**src/hdl/dsl_regs.vh**
```
// constants for the serial converter load port with chain output
// assumes plain verilog-2005 includers; definitions only
//
// Functional notes
// - select low: shift data in on each rising link clock, msb first, 16 bits
// - select rising edge copies shift register bits 11 to 2 into the code register
// - select high: link clock edges ignored, no bits accepted
// - reset clears the code register to zero before any write
// - a bit reaches the chain output after 16 falling link clock edges
// - chain output shows each input bit 15 cycles plus the clock high time after its rising edge
// - chain output changes only on falling link clock edges while select low
// - select high: chain output stays driven at the last shifted bit
`ifndef DSL_REGS_VH
`define DSL_REGS_VH
`define DSL_SHIFT_W   16
`define DSL_CODE_W    10
`define DSL_CODE_LSB  2
`define DSL_CODE_RST  10'h000
`define DSL_BUF_DEPTH 2
`endif

```
**src/hdl/dsl_buf2.v**
```verilog
// two-entry buffer for converter codes on the way to the user side
// assumes one clock and a synchronous active-high reset
`timescale 1ns/10ps
module dsl_buf2 #(
    parameter W = 10
) (
    input  wire         clk_sys,
    input  wire         rst,
    input  wire [W-1:0] in_data,
    input  wire         in_valid,
    output wire         in_ready,
    output wire [W-1:0] out_data,
    output wire         out_valid,
    input  wire         out_ready
);
    reg [W-1:0] mem [0:1];
    reg         wr_ptr;
    reg         rd_ptr;
    reg [1:0]   count;
    wire        do_wr;
    wire        do_rd;

    assign in_ready  = (count != 2'h2);
    assign out_valid = (count != 2'h0);
    assign out_data  = mem[rd_ptr];
    assign do_wr     = in_valid & in_ready;
    assign do_rd     = out_valid & out_ready;

    always @(posedge clk_sys) begin
        if (rst) begin
            wr_ptr <= 1'b0;
            rd_ptr <= 1'b0;
            count  <= 2'h0;
        end else begin
            if (do_wr) begin
                wr_ptr <= ~wr_ptr;
            end
            if (do_rd) begin
                rd_ptr <= ~rd_ptr;
            end
            if (do_wr & ~do_rd) begin
                count <= count + 2'h1;
            end else if (do_rd & ~do_wr) begin
                count <= count - 2'h1;
            end
        end
    end

    always @(posedge clk_sys) begin
        if (do_wr) begin
            mem[wr_ptr] <= in_data;
        end
    end
endmodule

```
**src/hdl/dsl_load_port.v**
```verilog
// serial load port: shift register, code register and chain output
// assumes link pins are asynchronous to clk_sys and the link clock is far slower
`timescale 1ns/10ps
`include "dsl_regs.vh"
module dsl_load_port #(
    parameter SHIFT_W  = `DSL_SHIFT_W,
    parameter CODE_LSB = `DSL_CODE_LSB
) (
    input  wire                   clk_sys,
    input  wire                   rst,
    input  wire                   sdata_in,
    input  wire                   link_clk,
    input  wire                   sel_n,
    output reg                    chain_out,
    output wire                   chain_oe,
    output reg  [`DSL_CODE_W-1:0] dac_code,
    output wire [`DSL_CODE_W-1:0] code_data,
    output wire                   code_valid,
    input  wire                   code_ready,
    output reg                    code_lost
);
    // ------------------------------------------------------------
    // local constants
    // ------------------------------------------------------------
    localparam       CODE_W      = `DSL_CODE_W;
    localparam       STROBE_N    = 2;
    localparam       STROBE_CLK  = 0;
    localparam       STROBE_SEL  = 1;
    // idle levels: link clock low, select high
    localparam [1:0] STROBE_IDLE = 2'h2;

    // ------------------------------------------------------------
    // data pin synchroniser
    // ------------------------------------------------------------
    reg data_s1;
    reg data_s2;

    always @(posedge clk_sys) begin
        if (rst) begin
            data_s1 <= 1'b0;
            data_s2 <= 1'b0;
        end else begin
            data_s1 <= sdata_in;
            data_s2 <= data_s1;
        end
    end

    // ------------------------------------------------------------
    // strobe pin synchronisers and edge detectors
    // ------------------------------------------------------------
    wire [STROBE_N-1:0] strobe_raw;
    wire [STROBE_N-1:0] strobe_sync;
    wire [STROBE_N-1:0] strobe_last;

    assign strobe_raw[STROBE_CLK] = link_clk;
    assign strobe_raw[STROBE_SEL] = sel_n;

    genvar p;
    generate
        for (p = 0; p < STROBE_N; p = p + 1) begin : g_strobe
            reg stage1;
            reg stage2;
            reg last;

            // reset to the idle level so that no false edge follows reset
            always @(posedge clk_sys) begin
                if (rst) begin
                    stage1 <= STROBE_IDLE[p];
                    stage2 <= STROBE_IDLE[p];
                    last   <= STROBE_IDLE[p];
                end else begin
                    stage1 <= strobe_raw[p];
                    stage2 <= stage1;
                    last   <= stage2;
                end
            end

            assign strobe_sync[p] = stage2;
            assign strobe_last[p] = last;
        end
    endgenerate

    wire clk_rise;
    wire clk_fall;
    wire sel_rise;
    wire sel_low;

    assign clk_rise = strobe_sync[STROBE_CLK] & ~strobe_last[STROBE_CLK];
    assign clk_fall = ~strobe_sync[STROBE_CLK] & strobe_last[STROBE_CLK];
    assign sel_rise = strobe_sync[STROBE_SEL] & ~strobe_last[STROBE_SEL];
    assign sel_low  = ~strobe_sync[STROBE_SEL];

    // ------------------------------------------------------------
    // shift register
    // ------------------------------------------------------------
    reg  [SHIFT_W-1:0] shift;
    wire [SHIFT_W-1:0] next_shift;
    wire               shift_en;

    assign shift_en = clk_rise & sel_low;

    genvar b;
    generate
        for (b = 0; b < SHIFT_W; b = b + 1) begin : g_bit
            if (b == 0) begin : g_lsb
                assign next_shift[b] = shift_en ? data_s2 : shift[b];
            end else begin : g_upper
                assign next_shift[b] = shift_en ? shift[b-1] : shift[b];
            end
        end
    endgenerate

    always @(posedge clk_sys) begin
        if (rst) begin
            shift <= {SHIFT_W{1'b0}};
        end else begin
            shift <= next_shift;
        end
    end

    // ------------------------------------------------------------
    // chain output
    // ------------------------------------------------------------
    reg next_chain;

    // msb leaves on the falling edge after its 16th rising edge
    always @* begin
        next_chain = chain_out;
        if (clk_fall & sel_low) begin
            next_chain = shift[SHIFT_W-1];
        end
    end

    always @(posedge clk_sys) begin
        if (rst) begin
            chain_out <= 1'b0;
        end else begin
            chain_out <= next_chain;
        end
    end

    // pin is never released, it holds the last bit while select is high
    assign chain_oe = 1'b1;

    // ------------------------------------------------------------
    // code register, loaded on select rising edge
    // ------------------------------------------------------------
    wire [CODE_W-1:0] new_code;
    wire              buf_ready;
    reg  [CODE_W-1:0] next_dac_code;
    reg               next_code_lost;

    // dummy bits above and sub-lsb bits below the code are dropped
    assign new_code = shift[CODE_LSB+CODE_W-1:CODE_LSB];

    always @* begin
        next_dac_code  = dac_code;
        next_code_lost = 1'b0;
        if (sel_rise) begin
            next_dac_code  = new_code;
            next_code_lost = ~buf_ready;
        end
    end

    always @(posedge clk_sys) begin
        if (rst) begin
            dac_code  <= `DSL_CODE_RST;
            code_lost <= 1'b0;
        end else begin
            dac_code  <= next_dac_code;
            code_lost <= next_code_lost;
        end
    end

    // ------------------------------------------------------------
    // code stream buffer toward the user side
    // ------------------------------------------------------------
    // a full buffer drops the new code but the code register still loads
    dsl_buf2 #(
        .W (CODE_W)
    ) u_buf (
        .clk_sys   (clk_sys),
        .rst       (rst),
        .in_data   (new_code),
        .in_valid  (sel_rise),
        .in_ready  (buf_ready),
        .out_data  (code_data),
        .out_valid (code_valid),
        .out_ready (code_ready)
    );
endmodule

```
**config.mk**
```make
export PLATFORM = sky130hd
export DESIGN_NAME = dsl_load_port
export DESIGN_NICKNAME = d
export VERILOG_FILES = /design/src/hdl/dsl_buf2.v /design/src/hdl/dsl_load_port.v
export VERILOG_INCLUDE_DIRS = /design/src /design/src/hdl
export SDC_FILE = /design/constraint.sdc
export NUM_CORES = 1
export LEC_CHECK = 0
export ABC_AREA = 1
export BUFFER_PORTS_ARGS = -buffer_cell sky130_fd_sc_hd__buf_2
export CAP_MARGIN = 10
export CORE_ASPECT_RATIO = 0.75
export CORE_MARGIN = 2
export CORE_UTILIZATION = 60
export DETAILED_ROUTE_END_ITERATION = 10
export GPL_ROUTABILITY_DRIVEN = 0
export PLACE_DENSITY = 0.94
export SYNTH_ARGS = -nofsm -noshare
export SYNTH_HDL_FRONTEND = slang
export SYNTH_SLANG_ARGS = --single-unit
```
**constraint.sdc**
```tcl
create_clock -name clk_sys -period 4.2 [get_ports clk_sys]
set_clock_uncertainty 0.15 [all_clocks]
set_input_delay 0.63 -clock clk_sys [delete_from_list [all_inputs] [get_ports clk_sys]]
set_output_delay 0.63 -clock clk_sys [all_outputs]
set_load 0.01 [all_outputs]
```
==> summary.txt <==
Status
  – Outcome: completed

CTS
  – Clk root buf: clkbuf_8
  – Maximum clock path buffer count: 2
  – CTS resizes: 0
  – CTS tree: built
  – H-tree depth: 3
  – CTS sink count: 61
  – Cts hold-fix bufs: 0
  – Postcts setup bufs: 0
  – CTS buffer count: 9
  – Clk pin slew, worst setup/hold paths: 0.06 ns
  – Clk_lat worst skew: 0.33 ns

Worst hold path
  – Min-Delay Path Class: flop to flop

Die
  – Initial core utilization: 61.3%
  – Die Height: 56.5 µm
  – Rows: 19
  – Core Region: 0.00359 mm²
  – I/O Pins: 30
  – Die boundary width: 74.0 µm
  – Total die area: 0.00418 mm²

Pwr
  – Peak VDD IR: 0.000316 V
  – Pwr Total: 0.00138 W
  – Flop pwr share: 46.2%
  – Clock power frac: 47.2%
  – Logic gate share of total power: 6.6%
  – PwrDens: 533 mW/mm²
  – Internal power: 0.00109 W
  – Net Sw Power: 0.000289 W
  – Switching Fraction: 20.9%
  – Leak pwr: 1.07 nW

Route
  – DRT Wirelength: 3.67 mm
  – WL met2: 1.75 mm
  – DR WL/cell: 12.1 µm
  – DRT Pass-1 Iters: 4
  – DR iter-0 viols: 95
  – Residual DRC: 0
  – Met1 wire length: 1.63 mm
  – Total length of routed met3 wires: 249 µm
  – Highest routed layer: met4
  – Vias: 1,518
  – Remaining antenna violation count: 0
  – Vias per inst: 5.01

Critical path
  – CP Data Arrival Time: 2.03 ns
  – Critical path class: flop to flop
  – CP Capture Type: flop
  – Reg2Reg Setup Slack: 1.98 ns
  – Startpoint types: flop
  – Worst Path Required: 4.01 ns
  – CP max FO: 11

Placed design
  – I/O Buffers: 28
  – DP HPWL: 2.22 mm

Timing
  – Slew HR: 44.3%
  – RSZ-0062 raised after global routing: no
  – Setup violations, final: 0
  – Final setup TNS: 0 ns
  – Worst Tran Pin Value: 0.832 ns
  – Fin crit share: 52.9%
  – Clock period minus worst slack: 2.22 ns
  – Final Hold Fails: 0
  – Final slew viol count: 0
  – FMAX: 450 MHz

Logic synthesis
  – Leading area contributor after synthesis: dfxtp_1
  – Synth Area in Adders: 0.568%
  – Main combinational cell family by area after synthesis: simple AND/OR/NAND/NOR gates
  – Netlist cell types: 24
  – Area share of the largest cell type after synthesis: 37.3%
  – Synth warn: 0
  – FF+latch count, synth: 61
  – Post-synth EDFFs: 20
  – Mapped Cells: 217
  – Synth Flop Type: dfxtp_1
  – Synth Area in Compound Gates: 7.05%
  – Register area share after synthesis: 64.5%
  – Async SR Flop Fraction: 0%
  – Netlist Area Pre-Place: 0.00220 mm²
  – Post-synth net total: 224
  – Post-synthesis mux area share: 5.11%
  – Synth top area cells: dfxtp_1, edfxtp_1, nor2_1
  – Synthesized area per cell: 10.1 µm²
  – Post-Synth XOR/XNOR Area: 0%
  – Synth Area in Simple Gates: 16.2%

Flow run
  – Max Cap Viol: 0

Final layout
  – Antenna Cells: 0
  – Fin nets: 253
  – Most frequent cells in the layout: nor2_1, dfxtp_1, buf_2
  – Area growth syn-to-layout: 17.6%
  – Commonest non-fill, non-tap cell in the layout: nor2_1
  – Layout cells sized above 1: 24.7%

Global routing
  – Largest net degree at the start of global routing: 32
  – GRT Util Overall: 18.8%
  – Vias in the first global route: 1,307
  – Initial antenna violation count: 0
  – Total gr overflow: 0
  – Global-route wire length before repair: 5.67 mm
==> cell type report <==
| cell class | count | area [µm²] |
|---|---|---|
| Clock buffer | 11 | 151 |
| Multi-Input combinational cell | 130 | 641 |
| Timing Repair Buffer | 28 | 140 |
| Tap cell | 52 | 65.1 |
| Fill cell | 238 | 1000 |
| Sequential cell | 61 | 1420 |
| Clock inverter | 5 | 106 |
| Inverter | 16 | 65.1 |
==> flip-flops by register name, indices dropped and copies added (netlist names), named ones only <==
signal / flops
g_strobe.last: 2
u_buf.wr_ptr: 1
chain_out: 1
u_buf.rd_ptr: 1
g_strobe.stage2: 2
dac_code: 10
data_s2: 1
code_lost: 1
u_buf.mem: 20
data_s1: 1
g_strobe.stage1: 2
u_buf.count: 2
shift: 16
==> cells by family (layout without fill, tap and decap cells) <==
group           count (synthesis)  in the layout
simple gates                   87             87
buf+inv                        26             60
mux                            10             10
fa+ha+maj                       1              1
compound gates                 31             31
other cells                     1              1
flops                          61             61
==> metrics by stage <==
stage	hold slack, ns	utilization, %	area, µm²	setup WS, ns	std cells
finish	0.258	72.2	2590	1.98	303
global route	0.275	72.2	2590	1.85	303
CTS	0.260	72.2	2590	1.94	303
detailed placement	0.244	65.0	2330	2.02	287
global placement	0.240	65.0	2330	2.09	287
floorplan	0.238	-	2200	2.57	217
==> power by group through the flow <==
stage                     sequential [W]  combinational, W  clock [W]
after CTS                       0.000638         0.0000919   0.000653
final                           0.000637         0.0000916   0.000651
after global routing            0.000640          0.000103   0.000680
after floorplan                 0.000645         0.0000713          0
after global placement          0.000649         0.0000881          0
after detailed placement        0.000650         0.0000904          0
==> layer usage <==
| layer | global-route usage [%] | vias up |
|---|---|---|
| met5 | 0 | - |
| met4 | 6.49 | 0 |
| met3 | 10.4 | 7 |
| met2 | 28.3 | 45 |
| met1 | 22.7 | 699 |
| li1 | - | 767 |
==> path summary, 6_finish.rpt <==
path | startpoint | to | cells past startpoint
max reg2reg | g_strobe[1].stage2 | u_buf.mem[0][0] | 4
min | data_s1 | data_s2 | 2
max | g_strobe[1].stage2 | u_buf.mem[0][0] | 4
min reg2reg | data_s1 | data_s2 | 2
==> critical path, stage by stage, from the launching register on <==
cell     delay [ns]
dfxtp_1        0.36
inv_1          0.10
nor2_2         0.37
nand2_1        0.19
nor2_1         0.68
==> synth_stat cells (3+ instances only) <==
library cell / n
nor2_1: 63
dfxtp_1: 41
o21ai_0: 26
edfxtp_1: 20
inv_1: 14
nand2_1: 12
mux2_2: 10
buf_2: 5
a21oi_1: 3
nand3_1: 3
nor2_2: 3
No activity file was read; power rests on OpenSTA's default activity.
